$ cat config.mk
export PLATFORM = sky130hd
export DESIGN_NAME = bac_converter
export DESIGN_NICKNAME = d
export VERILOG_FILES = /design/src/rtl/bac_pkg.sv /design/src/rtl/bac_bin_to_bcd.sv /design/src/rtl/bac_converter.sv
export VERILOG_INCLUDE_DIRS = /design/src /design/src/rtl
export SDC_FILE = /design/constraint.sdc
export NUM_CORES = 1
export LEC_CHECK = 0
export CORE_MARGIN = 2
export CORE_UTILIZATION = 45
export CTS_BUF_LIST = sky130_fd_sc_hd__clkbuf_16
export CTS_CLUSTER_DIAMETER = 50
export DETAILED_ROUTE_END_ITERATION = 6
export DONT_BUFFER_PORTS = 1
export GPL_ROUTABILITY_DRIVEN = 0
export RECOVER_POWER = 25
export SETUP_SLACK_MARGIN = 0.3
export SYNTH_ARGS = -nofsm -noshare
export SYNTH_HDL_FRONTEND = slang
export SYNTH_SLANG_ARGS = --single-unit
$ cat constraint.sdc
create_clock -name sys_clk -period 29.7 [get_ports sys_clk]
set_clock_uncertainty 0.1 [all_clocks]
set_input_delay 1.485 -clock sys_clk [delete_from_list [all_inputs] [get_ports sys_clk]]
set_output_delay 1.485 -clock sys_clk [all_outputs]
set_load 0.03 [all_outputs]
$ cat src/rtl/bac_defines.svh
// constants of the data-format conversion datapath
`ifndef BAC_DEFINES_SVH
`define BAC_DEFINES_SVH

// ascii character codes, held in 16-bit data registers
`define BAC_ASCII_ZERO 16'h0030
`define BAC_ASCII_NINE 16'h0039
`define BAC_ASCII_A 16'h0041
`define BAC_ASCII_F 16'h0046
`define BAC_ALPHA_BASE 16'h0037
`define BAC_ALPHA_ADJ 4'h9

// value limits
`define BAC_DIGIT_MAX 4'h9
`define BAC_BCD_SRC_MAX 16'h270f
`define BAC_DEC_RESULT_MAX 17'h0ffff
`define BAC_BCD_ADJ_LIMIT 4'h4
`define BAC_BCD_ADJ 4'h3

// digit-count limits
`define BAC_CNT_MIN 16'h0001
`define BAC_HEX_CNT_MAX 16'h0004
`define BAC_DEC_CNT_MAX 16'h0005

// decimal weights
`define BAC_W10 16'h000a
`define BAC_W100 16'h0064
`define BAC_W1000 16'h03e8
`define BAC_TEN17 17'h0000a

`endif

$ cat src/rtl/bac_pkg.sv
// types of the data-format conversion datapath
package bac_pkg;

  // conversion operations
  typedef enum logic [2:0] {
    BAC_BCD_TO_BINARY_OP = 3'b000,
    BAC_BINARY_TO_BCD_OP = 3'b001,
    BAC_BINARY_TO_ASCII_HEX_OP = 3'b010,
    BAC_ASCII_HEX_TO_BINARY_OP = 3'b011,
    BAC_BINARY_TO_ASCII_DECIMAL_OP = 3'b100,
    BAC_ASCII_DECIMAL_TO_BINARY_OP = 3'b101
  } bac_op_e;

  // kind of a source or digit-count operand
  typedef enum logic [1:0] {
    BAC_SRC_BITS = 2'b00,
    BAC_SRC_WORD = 2'b01,
    BAC_SRC_TIMER = 2'b10
  } bac_src_kind_e;

  // kind of a destination operand
  typedef enum logic [1:0] {
    BAC_DST_BITS = 2'b00,
    BAC_DST_WORD = 2'b01,
    BAC_DST_TIMER = 2'b10,
    BAC_DST_SPECIAL = 2'b11
  } bac_dst_kind_e;

  // five consecutive character registers, index 0 is the first one
  typedef logic [4:0][15:0] bac_chars_t;

endpackage

$ cat src/rtl/bac_bin_to_bcd.sv
// binary to five-digit bcd converter, combinational shift-and-add-three
`timescale 1ns/100ps
`include "bac_defines.svh"
module bac_bin_to_bcd (
  // binary in
  input wire logic [15:0] bin,
  // five bcd digits out, lowest digit in bits 3:0
  output logic [19:0] bcd
);

  // sixteen shift steps, each digit corrected before the shift
  always_comb begin
    logic [35:0] work;
    work = {20'h00000, bin};
    for (int s = 0; s < 16; s++) begin
      for (int d = 0; d < 5; d++) begin
        if (work[16 + 4 * d +: 4] > `BAC_BCD_ADJ_LIMIT) begin
          work[16 + 4 * d +: 4] = work[16 + 4 * d +: 4] + `BAC_BCD_ADJ;
        end
      end
      work = {work[34:0], 1'b0};
    end
    bcd = work[35:16];
  end

endmodule // bac_bin_to_bcd

$ cat src/rtl/bac_converter.sv
// data-format conversion datapath: bcd, binary and ascii conversions
`timescale 1ns/100ps
`include "bac_defines.svh"
// Contract
// - bcd source becomes sixteen-bit binary destination
// - bcd nibbles above nine are invalid
// - invalid source or count sets error flag, indicator
// - timer/counter destination receives result as preset
// - timer/counter source reads its current value
// - bit-point operand uses sixteen points
// - word operand uses one element
// - binary to hex characters, lowest digits taken
// - hex digit count must be one to four
// - hex characters combine into one binary word
// - hex characters only digits or A to F
// - ascii-to-binary checks characters and count
// - binary to bcd then decimal characters
// - decimal digit count must be one to five
// - decimal characters to bcd then binary
// - decimal characters only digits zero to nine
// - conversion repeats every scan while condition true
// - special relays refused as destination
// - decimal output fills up to five registers
// - binary-to-bcd source above 9999 is an error
module bac_converter (
  // clock and reset
  input wire logic sys_clk,
  input wire logic rst,
  // instruction request
  input wire logic op_req,
  input wire bac_pkg::bac_op_e op_code,
  input wire logic cond_in,
  // source operand
  input wire bac_pkg::bac_src_kind_e src_kind,
  input wire logic [15:0] src_data,
  input wire logic [15:0] src_tc_current,
  input wire bac_pkg::bac_chars_t src_chars,
  // digit-count operand
  input wire bac_pkg::bac_src_kind_e cnt_kind,
  input wire logic [15:0] cnt_data,
  input wire logic [15:0] cnt_tc_current,
  // destination operand
  input wire bac_pkg::bac_dst_kind_e dst_kind,
  // result
  output logic done,
  output logic dst_wr,
  output logic preset_wr,
  output logic [15:0] dst_data,
  output logic [4:0] char_wr,
  output bac_pkg::bac_chars_t char_data,
  // error reporting
  input wire logic err_clr,
  output logic exec_error_flag,
  output logic err_led
);
  import bac_pkg::*;

  // ascii hex character to {valid, nibble}
  function automatic logic [4:0] hex_nib(input logic [15:0] c);
    if (c >= `BAC_ASCII_ZERO && c <= `BAC_ASCII_NINE) begin
      return {1'b1, c[3:0]};
    end else if (c >= `BAC_ASCII_A && c <= `BAC_ASCII_F) begin
      return {1'b1, c[3:0] + `BAC_ALPHA_ADJ};
    end
    return 5'h00;
  endfunction

  // ascii decimal character to {valid, digit}; letters are not digits here
  function automatic logic [4:0] dec_nib(input logic [15:0] c);
    if (c >= `BAC_ASCII_ZERO && c <= `BAC_ASCII_NINE) begin
      return {1'b1, c[3:0]};
    end
    return 5'h00;
  endfunction

  // nibble to ascii character
  function automatic logic [15:0] to_char(input logic [3:0] n);
    if (n <= `BAC_DIGIT_MAX) begin
      return `BAC_ASCII_ZERO | {12'h000, n};
    end
    return `BAC_ALPHA_BASE + {12'h000, n};
  endfunction

  // pick digit k out of five packed digits
  function automatic logic [3:0] pick(input logic [19:0] d, input logic [2:0] k);
    logic [19:0] sh;
    sh = d >> {k, 2'b00};
    return sh[3:0];
  endfunction

  // operand selection: a timer or counter gives its current value, bit groups and
  // words both arrive as one 16-bit word from the operand fetch
  wire [15:0] src_sel = (src_kind == BAC_SRC_TIMER) ? src_tc_current : src_data;
  wire [15:0] cnt_sel = (cnt_kind == BAC_SRC_TIMER) ? cnt_tc_current : cnt_data;

  // digit-count range checks
  wire hex_cnt_ok = (cnt_sel >= `BAC_CNT_MIN) && (cnt_sel <= `BAC_HEX_CNT_MAX);
  wire dec_cnt_ok = (cnt_sel >= `BAC_CNT_MIN) && (cnt_sel <= `BAC_DEC_CNT_MAX);

  // per character and per digit decode
  logic [4:0] in_cnt;
  logic [4:0] hex_ok;
  logic [4:0] dec_ok;
  logic [4:0][3:0] hex_val;
  logic [4:0][3:0] dec_val;
  logic [3:0] bcd_bad;
  for (genvar i = 0; i < 5; i++) begin : g_char
    assign in_cnt[i] = cnt_sel > 16'(i);
    assign hex_ok[i] = hex_nib(src_chars[i])[4];
    assign hex_val[i] = hex_nib(src_chars[i])[3:0];
    assign dec_ok[i] = dec_nib(src_chars[i])[4];
    assign dec_val[i] = dec_nib(src_chars[i])[3:0];
  end
  for (genvar i = 0; i < 4; i++) begin : g_bcd
    assign bcd_bad[i] = src_sel[4 * i +: 4] > `BAC_DIGIT_MAX;
  end

  // characters outside the count are never looked at
  wire hex_chars_ok = &(~in_cnt | hex_ok);
  wire dec_chars_ok = &(~in_cnt | dec_ok);

  // character strings to binary, first register most significant
  logic [15:0] hex_acc;
  logic [16:0] dec_acc;
  always_comb begin
    hex_acc = 16'h0000;
    dec_acc = 17'h00000;
    for (int i = 0; i < 5; i++) begin
      if (in_cnt[i]) begin
        hex_acc = {hex_acc[11:0], hex_val[i]};
        dec_acc = 17'(dec_acc * `BAC_TEN17 + {13'h0000, dec_val[i]});
      end
    end
  end

  // bcd word to binary by decimal weights
  wire [15:0] bcd_bin = 16'({12'h000, src_sel[15:12]} * `BAC_W1000 + {12'h000, src_sel[11:8]} * `BAC_W100
                          + {12'h000, src_sel[7:4]} * `BAC_W10 + {12'h000, src_sel[3:0]});

  // binary to bcd, shared by the binary-to-bcd and binary-to-decimal-character operations
  logic [19:0] src_bcd;
  bac_bin_to_bcd u_bin_to_bcd (
    .bin(src_sel),
    .bcd(src_bcd)
  );

  // digit strings for the character outputs; the hex form has no fifth digit
  wire [19:0] hex_digits = {4'h0, src_sel};
  wire is_dec_out = (op_code == BAC_BINARY_TO_ASCII_DECIMAL_OP);
  wire [19:0] out_digits = is_dec_out ? src_bcd : hex_digits;

  // register j gets digit n-1-j, so the lowest digit lands in the last register
  bac_chars_t next_char_data;
  for (genvar j = 0; j < 5; j++) begin : g_out
    wire [2:0] idx = 3'(cnt_sel[2:0] - 3'(j + 1));
    assign next_char_data[j] = to_char(pick(out_digits, idx));
  end

  // error decision per operation
  wire dst_special = (dst_kind == BAC_DST_SPECIAL);
  wire dst_not_reg = (dst_kind != BAC_DST_WORD);
  logic next_err;
  logic [15:0] next_bin;
  logic next_chars;
  always_comb begin
    next_err = 1'b0;
    next_bin = 16'h0000;
    next_chars = 1'b0;
    case (op_code)
      BAC_BCD_TO_BINARY_OP: begin
        next_err = (|bcd_bad) || dst_special;
        next_bin = bcd_bin;
      end
      BAC_BINARY_TO_BCD_OP: begin
        next_err = (src_sel > `BAC_BCD_SRC_MAX) || dst_special;
        next_bin = src_bcd[15:0];
      end
      BAC_BINARY_TO_ASCII_HEX_OP: begin
        next_err = !hex_cnt_ok || dst_not_reg;
        next_chars = 1'b1;
      end
      BAC_ASCII_HEX_TO_BINARY_OP: begin
        next_err = !hex_cnt_ok || !hex_chars_ok || dst_special;
        next_bin = hex_acc;
      end
      BAC_BINARY_TO_ASCII_DECIMAL_OP: begin
        next_err = !dec_cnt_ok || dst_not_reg;
        next_chars = 1'b1;
      end
      BAC_ASCII_DECIMAL_TO_BINARY_OP: begin
        // five digits can exceed one word; such a result is refused, not cut
        next_err = !dec_cnt_ok || !dec_chars_ok || dst_special || (dec_acc > `BAC_DEC_RESULT_MAX);
        next_bin = dec_acc[15:0];
      end
      default: begin
        next_err = 1'b1;
      end
    endcase
  end

  // write strobes; an erring conversion writes nothing
  wire run = op_req && cond_in;
  wire good = run && !next_err;
  wire next_dst_wr = good && !next_chars && (dst_kind != BAC_DST_TIMER);
  wire next_preset_wr = good && !next_chars && (dst_kind == BAC_DST_TIMER);
  wire [4:0] next_char_wr = (good && next_chars) ? in_cnt : 5'h00;
  wire raise_err = run && next_err;
  // a new error wins over a clear in the same cycle so no event is lost
  wire next_flag = raise_err || (exec_error_flag && !err_clr);

  // result stage: one cycle from request to strobes, so the result is written
  // before the scan engine issues its next instruction
  always_ff @(posedge sys_clk) begin
    if (rst) begin
      done <= 1'b0;
      dst_wr <= 1'b0;
      preset_wr <= 1'b0;
      char_wr <= 5'h00;
    end else begin
      done <= op_req;
      dst_wr <= next_dst_wr;
      preset_wr <= next_preset_wr;
      char_wr <= next_char_wr;
    end
  end

  // data is loaded only on a good conversion and otherwise held
  always_ff @(posedge sys_clk) begin
    if (rst) begin
      dst_data <= 16'h0000;
      char_data <= '0;
    end else if (good) begin
      dst_data <= next_bin;
      char_data <= next_char_data;
    end
  end

  // sticky error flag and its indicator
  always_ff @(posedge sys_clk) begin
    if (rst) begin
      exec_error_flag <= 1'b0;
      err_led <= 1'b0;
    end else begin
      exec_error_flag <= next_flag;
      err_led <= next_flag;
    end
  end
endmodule // bac_converter

* After elaboration in Yosys (flattened, before gate mapping)
Index checks and enable logic that the tools add are counted.
** Cells by class
- Bitwise logic cells :: 4
- Shifts and indexed selects :: 5
- Muxes and demuxes :: 106
- Reduce and logical (&&, ||, !) cells :: 43
- Add/sub/neg operators :: 57
- Equal/unequal tests :: 11
- $lt $le $gt $ge :: 74
- Multipliers :: 7
** Operators by type and width (number)
- 16-bit 2-to-1 mux :: 16
- 4-bit 2-to-1 mux :: 36
- 5-bit 2-to-1 mux :: 25
- 4-bit by 2-bit adder with 4-bit output (second input constant) :: 30
- 4-bit by 3-bit greater-than comparator with 1-bit output (second input constant) :: 30
- 20-bit by 5-bit right shift with 4-bit output :: 5
- 16-bit by 6-bit greater-or-equal comparator with 1-bit output (second input constant) :: 5
- 16-bit by 7-bit greater-or-equal comparator with 1-bit output (second input constant) :: 5
- 16-bit by 6-bit <= comparator with 1-bit output (second input constant) :: 5
- 16-bit by 7-bit <= comparator with 1-bit output (second input constant) :: 5
- 17-bit by 4-bit adder with 17-bit output :: 4
- 17-bit by 3-bit multiplier with 16-bit output (second input constant) :: 4
- 17-bit 2-to-1 mux :: 4
- 16-bit one-hot mux with 4 select lines :: 1
- 6-bit by 4-bit adder with 7-bit output (first input constant) :: 5
- 16-bit by 1-bit greater-than comparator with 1-bit output (second input constant) :: 2
- 16-bit by 2-bit greater-than comparator with 1-bit output (second input constant) :: 2
- 16-bit by 3-bit <= comparator with 1-bit output (second input constant) :: 2
- 1-bit 2-to-1 mux :: 21
- 4-bit adder (second input constant) :: 5
- 4-bit <= comparator (second input constant) :: 5
- 1-bit logical AND :: 20
- 20-bit 2-to-1 mux :: 1
- 17-bit by 16-bit greater-than comparator with 1-bit output (second input constant) :: 1
- other kinds (33) :: 68
** Storage, ports and cells
- Register bits after elaboration :: 105
- Output and inout port bits :: 106
- Logic and storage cells :: 318

* Logic depth before layout (Yosys ltp)
Gate-level depths: netlist of the first run.
- Depth after elaboration :: 33
- Depth in mapped cells :: 81

* Hierarchy
From an unflattened synthesis of the first run, not the netlist that was laid out.
** Unflattened totals
- Cells, all modules :: 2426
- Area total of the unflattened synthesis :: 18129.9 sq um
** Modules (own cells, without submodules)
- bac_converter :: sequential area each 1201.2 sq um, times used 1, cells each 1563, area an instance 12106.6 sq um
- bac_bin_to_bcd :: sequential area each 0.0 sq um, times used 1, cells each 863, area an instance 6023.3 sq um

* Least setup slack after synthesis of the first run
No wires, ideal clock.
- Kind :: in2reg
- Start :: input port src_kind[0]
- End :: register char_data[17] (netlist bit)
- Data required time :: 29505 ps
- Path slack :: 10909 ps
- Cell stages on the path :: 76
- Arrival :: 18595 ps
- Library setup time :: 95 ps
- Path buffers :: 5
- Path through :: and2b_1 > buf_4 > buf_1 > mux2i_1 > ha_1 > inv_1 > ha_1 > nor2b_1 > o21ai_1 > and2_1 > ha_1 > a21oi_1 > o211a_2 > nor3_1 > nor2_1 > ha_1 > or2_2 > a21oi_1 > [... 40 more ...] > xnor2_2 > ha_1 > a211oi_4 > o21ai_1 > and2_1 > ha_1 > or4_1 > a31oi_1 > xnor2_1 > a21oi_1 > a221o_1 > a21boi_0 > ha_1 > o21ai_0 > nand4_1 > a21boi_2 > or4b_1 > o311ai_1
** Between the ends
- Cells in the longest elaborated chain, start to end :: 33
- Elaborated cells on any way between the ends :: 125
- Those cells by class :: add/sub (36); order compare (41); eq/ne (1); shift (1); mux (41); reduce/logical (5)
** RTL lines
- from (decl) :: line bac_converter.sv:34 : input wire bac_pkg::bac_src_kind_e src_kind,
- 2-bit == test * :: line bac_converter.sv:93 : wire [15:0] src_sel = (src_kind == BAC_SRC_TIMER) ? src_tc_current : src_data;
- 16-bit 2-to-1 mux * :: line bac_converter.sv:93
- 3-bit by 2-bit adder with 4-bit output (no source line) / 3-bit greater-than comparator (equally long branches)
- 4-bit 2-to-1 mux :: line bac_bin_to_bcd.sv:17 : if (work[16 + 4 * d +: 4] > `BAC_BCD_ADJ_LIMIT) begin
- 4-bit by 2-bit adder with 4-bit output (no source line) / 4-bit by 3-bit greater-than comparator with 1-bit output (equally long branches)
- 4-bit 2-to-1 mux :: line bac_bin_to_bcd.sv:17
- 4-bit by 2-bit adder with 4-bit output (no source line) / 4-bit by 3-bit greater-than comparator with 1-bit output (equally long branches)
- 4-bit 2-to-1 mux :: line bac_bin_to_bcd.sv:17
- [... 17 more ...]
- 4-bit 2-to-1 mux :: line bac_bin_to_bcd.sv:17
- 4-bit by 2-bit adder with 4-bit output (no source line) (tied with other cells)
- 4-bit 2-to-1 mux / 3-bit 2-to-1 mux (equally long branches) :: line bac_bin_to_bcd.sv:17
- 20-bit 2-to-1 mux :: line bac_converter.sv:150 : wire [19:0] out_digits = is_dec_out ? src_bcd : hex_digits;
- 20-bit by 5-bit right shift with 4-bit output :: line bac_converter.sv:87 : sh = d >> {k, 2'b00};
- 4-bit <= comparator (no source line)
- 1-bit 2-to-1 mux :: line bac_converter.sv:78 : if (n <= `BAC_DIGIT_MAX) begin
- 16-bit 2-to-1 mux :: line bac_converter.sv:81 : return `BAC_ALPHA_BASE + {12'h000, n};
- to (signal assigned) :: line bac_converter.sv:234 : char_data <= next_char_data;
- to (decl) :: line bac_converter.sv:50 : output bac_pkg::bac_chars_t char_data,
Every way passes the cells marked *; elsewhere a longest branch is shown, timed or not. The select of a mux whose other input is x is not followed.
A chain may end at the register's enable or synchronous reset.

* Worst setup path in the final report of the first run
Same ends and word-level chain as after synthesis.

==> results of run 1 <==
## registers in the layout (all words and copies together), names as in the netlist
name / flops
char_data: 35
dst_wr: 1
char_wr: 5
dst_data: 16
done: 1
err_led: 1
preset_wr: 1
## cell families after synthesis
| logic type | after synthesis |
|---|---|
| AO/OA/AOI/OAI | 685 |
| XOR/XNOR | 122 |
| adder cells (fa/ha/maj) | 276 |
| buffers and inverters | 277 |
| flip-flops | 60 |
| multiplexers | 89 |
| other | 1 |
| AND/OR/NAND/NOR | 675 |
## per-layer routing
| metal | up-vias | track usage [%] |
|---|---|---|
| met5 | - | 0 |
| met3 | 55 | 3.357 |
| met1 | 7478 | 34.71 |
| met4 | 0 | 4.938 |
| li1 | 7850 | - |
| met2 | 513 | 42.67 |
## metrics by stage
| stage | instances | util, % |
|---|---|---|
| 2_1_floorplan | 2230 | - |
| 3_3_place_gp | 2588 | 46.46 |
| 3_5_place_dp | 2588 | 46.46 |
| 4_1_cts | 2604 | 47.17 |
| 5_1_grt | 2604 | 47.17 |
| 6_report | 2604 | 47.17 |
## worst paths after layout
check                       end  cells after the start           from
hold / removal    char_data[64]                      2  char_data[64]
setup / recovery  char_data[17]                     72    src_kind[0]
hold reg to reg   char_data[64]                      2  char_data[64]
setup reg to reg  char_data[49]                      2  char_data[49]
## synthesized netlist by cell type (13+ instances only)
cell type / number / share of area (%)
dfxtp_1: 60 / 7.4
a21oi_1: 187 / 5.7
nor3_1: 53 / 1.6
nor2_1: 204 / 4.7
xnor2_1: 78 / 4.2
or3_1: 16 / 0.61
o22ai_1: 16 / 0.61
inv_1: 150 / 3.5
xor2_1: 43 / 2.3
o31ai_1: 19 / 0.88
o211ai_1: 26 / 1.2
nand2_1: 143 / 3.3
clkbuf_1: 56 / 1.3
nand3_1: 40 / 1.2
nand2b_1: 27 / 1.0
a21o_1: 41 / 1.9
ha_1: 251 / 19
buf_4: 47 / 2.2
fa_1: 25 / 3.1
a211oi_1: 55 / 2.5
and3_1: 13 / 0.50
mux2i_1: 63 / 3.9
mux2_2: 21 / 1.5
and2_1: 36 / 1.4
o21bai_1: 32 / 1.5
a31oi_1: 26 / 1.0
nor2b_1: 28 / 1.1
nor4_1: 28 / 1.1
o21ai_0: 83 / 2.6
or2_2: 19 / 0.73
## final cells by class
type	count	area, µm²
clock buffer	9	225.2
inverter	158	593.1
timing repair buffer	16	120.1
clock inverter	7	28.78
sequential	60	1201
multi-input combinational	1893	14030
tap	461	576.8
fill	3614	18790
## tightest hold or removal path: cells and delay by family, from the launching register on
family,cells,cell delay [ns]
compound gates,1,0.06
simple gates,1,0.09
flops,1,0.41
==> impl_metrics.toml, run 1 <==
[yosys]
syn_area_mm2 = 0.01628
synth_mux_area_share_pct = 5.779
synth-async-reset-ratio_pct = 0
synthAdderAreaFrac_pct = 22.36
synth_cell_types = 116
synth.ff_latch_count = 60
syn_avg_cell_area_um2 = 7.452
synth_cells = 2185
synth_top_family_by_area = "compound AO/OA/AOI/OAI gates"
synth_compound_area_share_pct = 29.39
synth_xor_area_share_pct = 6.609
ys.flop_type = "dfxtp_1"
yosysWarningCount = 0
synthSimpleGateAreaFrac_pct = 20.83
synth_edf_count = 0
ys_seq_area_share_pct = 7.377

[drt]
drtAntennaViolNets = 0
route.detailed.drc = 0
wl_met3_um = 3174
wirelength_met1_um = 22580
wl_met2_um = 22580
top_layer_used = "met4"
wl_per_cell_um = 18.88
dr.pass1.iters = 5
drt_iter0_drc = 1022
routed_via_density = 6.104
wirelength_um = 49160
vias = 15900

[sta]
timing.slew.headroom_pct = 25.52
fin_ws_ns = 8.848
fin_crit_ns = 20.85
fin_crit_sh_pct = 70.21
hold_violations = 0
rsz0062_at_grt = "false"
maxSlewViolCount = 0
max_clock_freq_mhz = 47.96
timing.hold.ws_ns = 0.4989
tightest_slew_ns = 1.109
setup_viol = 0
setup_total_negative_slack_ns = 0

[clocking]
post_cts_buffers = 0
clkLatencyLatePin_ns = 0.33
clkTransAtPathRegs_ns = 0.06
postCtsResizedCells = 0
hold_buffers = 0
cts_made_buffers = 9
clock-sinks = 60
cts_tree = "yes"
cts-root-buf = "clkbuf_16"
cts-htree-levels = 3
clock_path_buffers = 2

[cells_and_area]
fin_nets = 2572
final_cell_mix = "251 x ha_1, 203 x nor2_1, 187 x a21oi_1"
final_area_mm2 = 0.01678
final_common_cell = "ha_1"
area_growth_pct = 3.051
drive_above_1_share_pct = 6.300
n_antenna_cell = 0

[setup_path]
arrival_ns = 20.98
cp_top_family = "simple AND/OR/NAND/NOR gates"
critPathKind = "in -> reg"
startpoint_type = "primary input"
cp_num_buf_inv = 3
end_kind = "flip-flop"
required_ns = 29.82
worstPathMaxFanout = 20
slowest_delay_ns = 0.83
path_common_cell = "ha_1"
slowest_stage = "and2b_1"
rrSetupSlack_ns = 28.58

[global_route]
track_usage_pct = 25.37
overflow = 0
antenna_found_initial = 0
grt_max_degree = 69
grt_pass1_wl_um = 79520
grt_pass1_vias = 15160

[placement]
pre_cts_slack_ns = 8.666
place_area_mm2 = 0.01652
dp_hpwl_um = 40680
io_buffers = 0

[die]
rows = 69
die_x_um = 194.2
core_area_mm2 = 0.03557
dieArea_mm2 = 0.03772
start_util_pct = 45.78
die_y_um = 194.2
ios = 264

[flow_run]
cap_violations = 0

[outcome]
status = "complete, no violations"

[min_path]
min_path_type = "reg -> reg"
Power of run 1 is not shown: default switching activity piles up to over one toggle a cycle in this logic, so the estimate is an artifact.
==> inputs of run 2 (changes only) <==
--- a/config.mk
+++ b/config.mk
@@ -6,6 +6,7 @@
 export SDC_FILE = /design/constraint.sdc
 export NUM_CORES = 1
 export LEC_CHECK = 0
+export ABC_AREA = 1
 export CORE_MARGIN = 2
 export CORE_UTILIZATION = 45
 export CTS_BUF_LIST = sky130_fd_sc_hd__clkbuf_16
==> constraint.sdc (replaced) <==
create_clock -name sys_clk -period 19.8 [get_ports sys_clk]
set_clock_uncertainty 0.1 [all_clocks]
set_input_delay 0.99 -clock sys_clk [delete_from_list [all_inputs] [get_ports sys_clk]]
set_output_delay 0.99 -clock sys_clk [all_outputs]
set_load 0.03 [all_outputs]
==> impl_metrics.toml, run 2 <==
[outcome]
status = "finished with violations"
violations = "DRC"

[clocking]
cts_made_buffers = 9
cts-root-buf = "clkbuf_16"
post_cts_buffers = 0
cts_tree = "yes"
clock-sinks = 60
hold_buffers = 0
postCtsResizedCells = 0
cts-htree-levels = 3
clkTransAtPathRegs_ns = 0.06
clock_path_buffers = 2
clkLatencyLatePin_ns = 0.34

[cells_and_area]
largest-register = "char_data"
largestRegisters = "char_data x35, dst_data x16, char_wr x5"
n_antenna_cell = 0
final_common_cell = "nand2_1"
drive_above_1_share_pct = 6.544
fin_nets = 3149
nFillCells = 3761
final_cell_mix = "752 x nand2_1, 425 x inv_1, 287 x nand3_1"
finish.utilization_pct = 47.61
area_growth_pct = 3.848
largest_reg_flops = 35

[die]
dieArea_mm2 = 0.03796
die_y_um = 194.8
core_area_mm2 = 0.03574
die_x_um = 194.8
ios = 264
start_util_pct = 45.85
rows = 69

[yosys]
synth_top_area_share_pct = 19.16
synth_edf_count = 0
synth_area_leaders = "ha_1 19%, nand2_1 17%, inv_1 9.7%"
synth.ff_latch_count = 60
synth-async-reset-ratio_pct = 0
synth_cell_types = 63
syn_avg_cell_area_um2 = 5.987
ys_seq_area_share_pct = 7.330
synth_commonest_cells = "752 x nand2_1, 424 x inv_1, 287 x nand3_1"
yosys.area.top_type = "ha_1"
yosysWarningCount = 0
syn_area_mm2 = 0.01639
synth_cells = 2737
yosys.cell_count.top_type = "nand2_1"
ys.flop_type = "dfxtp_1"

[setup_path]
critPathKind = "in -> reg"
startpoint_type = "primary input"
arrival_ns = 13.84
slowest_stage = "o21ai_1"
cp_top_family = "simple AND/OR/NAND/NOR gates"
path_common_cell = "inv_1"
crit_cells = 59
cp_num_buf_inv = 14
required_ns = 19.97
reg2reg_depth = 2
worstPathMaxFanout = 53
slowest_delay_ns = 0.78
end_kind = "flip-flop"

[sta]
fin_crit_sh_pct = 69.04
fin_ws_ns = 6.130
hold_violations = 0
setup_viol = 0
timing.slew.headroom_pct = 30.07
fin_crit_ns = 13.67
max_clock_freq_mhz = 73.15
rsz0062_at_grt = "false"
maxSlewViolCount = 0
setup_total_negative_slack_ns = 0
tightest_slew_ns = 1.045

[min_path]
min_path_type = "reg -> reg"
min_path_cells = 2

[global_route]
track_usage_pct = 25.46
overflow = 0
grt_max_degree = 54
grt_pass1_wl_um = 79570
antenna_found_initial = 0
grt_pass1_vias = 16310

[drt]
wl_per_cell_um = 15.27
route.detailed.drc = 9
routed_via_density = 5.349
vias = 17020
drt_iter0_drc = 1034
wirelength_um = 48560
drtAntennaViolNets = 0
dr.pass1.iters = 7

[placement]
io_buffers = 0
pre_cts_slack_ns = 5.924
dp_hpwl_um = 41610

[flow_run]
cap_violations = 0
## run 2: per-layer routing
| layer | global-route usage, % | up-vias | share of wire [%] |
|---|---|---|---|
| met5 | 0 | - | 0 |
| met4 | 12.19 | 0 | 4.9 |
| met3 | 3.384 | 114 | 5.0 |
| met2 | 46.38 | 423 | 49 |
| met1 | 29.33 | 7728 | 42 |
| li1 | - | 8751 | - |
## run 2: layout make-up
type	count	area [µm²]	area share (%)
well taps	461	576.8	3.389
flip-flops and latches	60	1201	7.058
repair buffers	12	90.09	0.5294
clock buffers	9	225.2	1.323
clock inverters	7	82.58	0.4853
inverters	443	1663	9.771
multi-input cells	2189	13180	77.44
## run 2: logic make-up (layout without fill, tap and decap cells)
family / after synthesis / after routing / synth area share [%]
other: 1 / 46 / 0.02288
buffers and inverters: 533 / 471 / 13.36
AO/OA/AOI/OAI: 356 / 356 / 12.65
flip-flops: 60 / 60 / 7.330
XOR/XNOR: 64 / 64 / 3.466
AND/OR/NAND/NOR: 1447 / 1447 / 40.95
adder cells (fa/ha/maj): 276 / 276 / 22.22
## run 2: final timing paths
kind                                     from       endpoint  slack, ns
worst max register to register        err_led        err_led      18.64
worst min-delay path            char_data[17]  char_data[17]       0.51
worst max-delay path              cnt_kind[1]     char_wr[4]       6.13
worst min register to register  char_data[17]  char_data[17]       0.51
## run 2: worst reg2reg max path, stage by stage (launching register included)
cell	delay, ns
dfxtp_1	0.71
nand2_1	0.13
a21oi_1	0.15
## run 2: through the flow
stage | cell area, µm² | hold slack (ns) | std cells
finish | 17020 | 0.5119 | 3181
global route | 17020 | 0.5309 | 3181
CTS | 17020 | 0.5148 | 3181
detailed placement | 16710 | 0.5071 | 3165
global placement | 16710 | 0.5061 | 3165
floorplan | 16560 | 0.4905 | 2782
Power of run 2 is left out for the same reason.
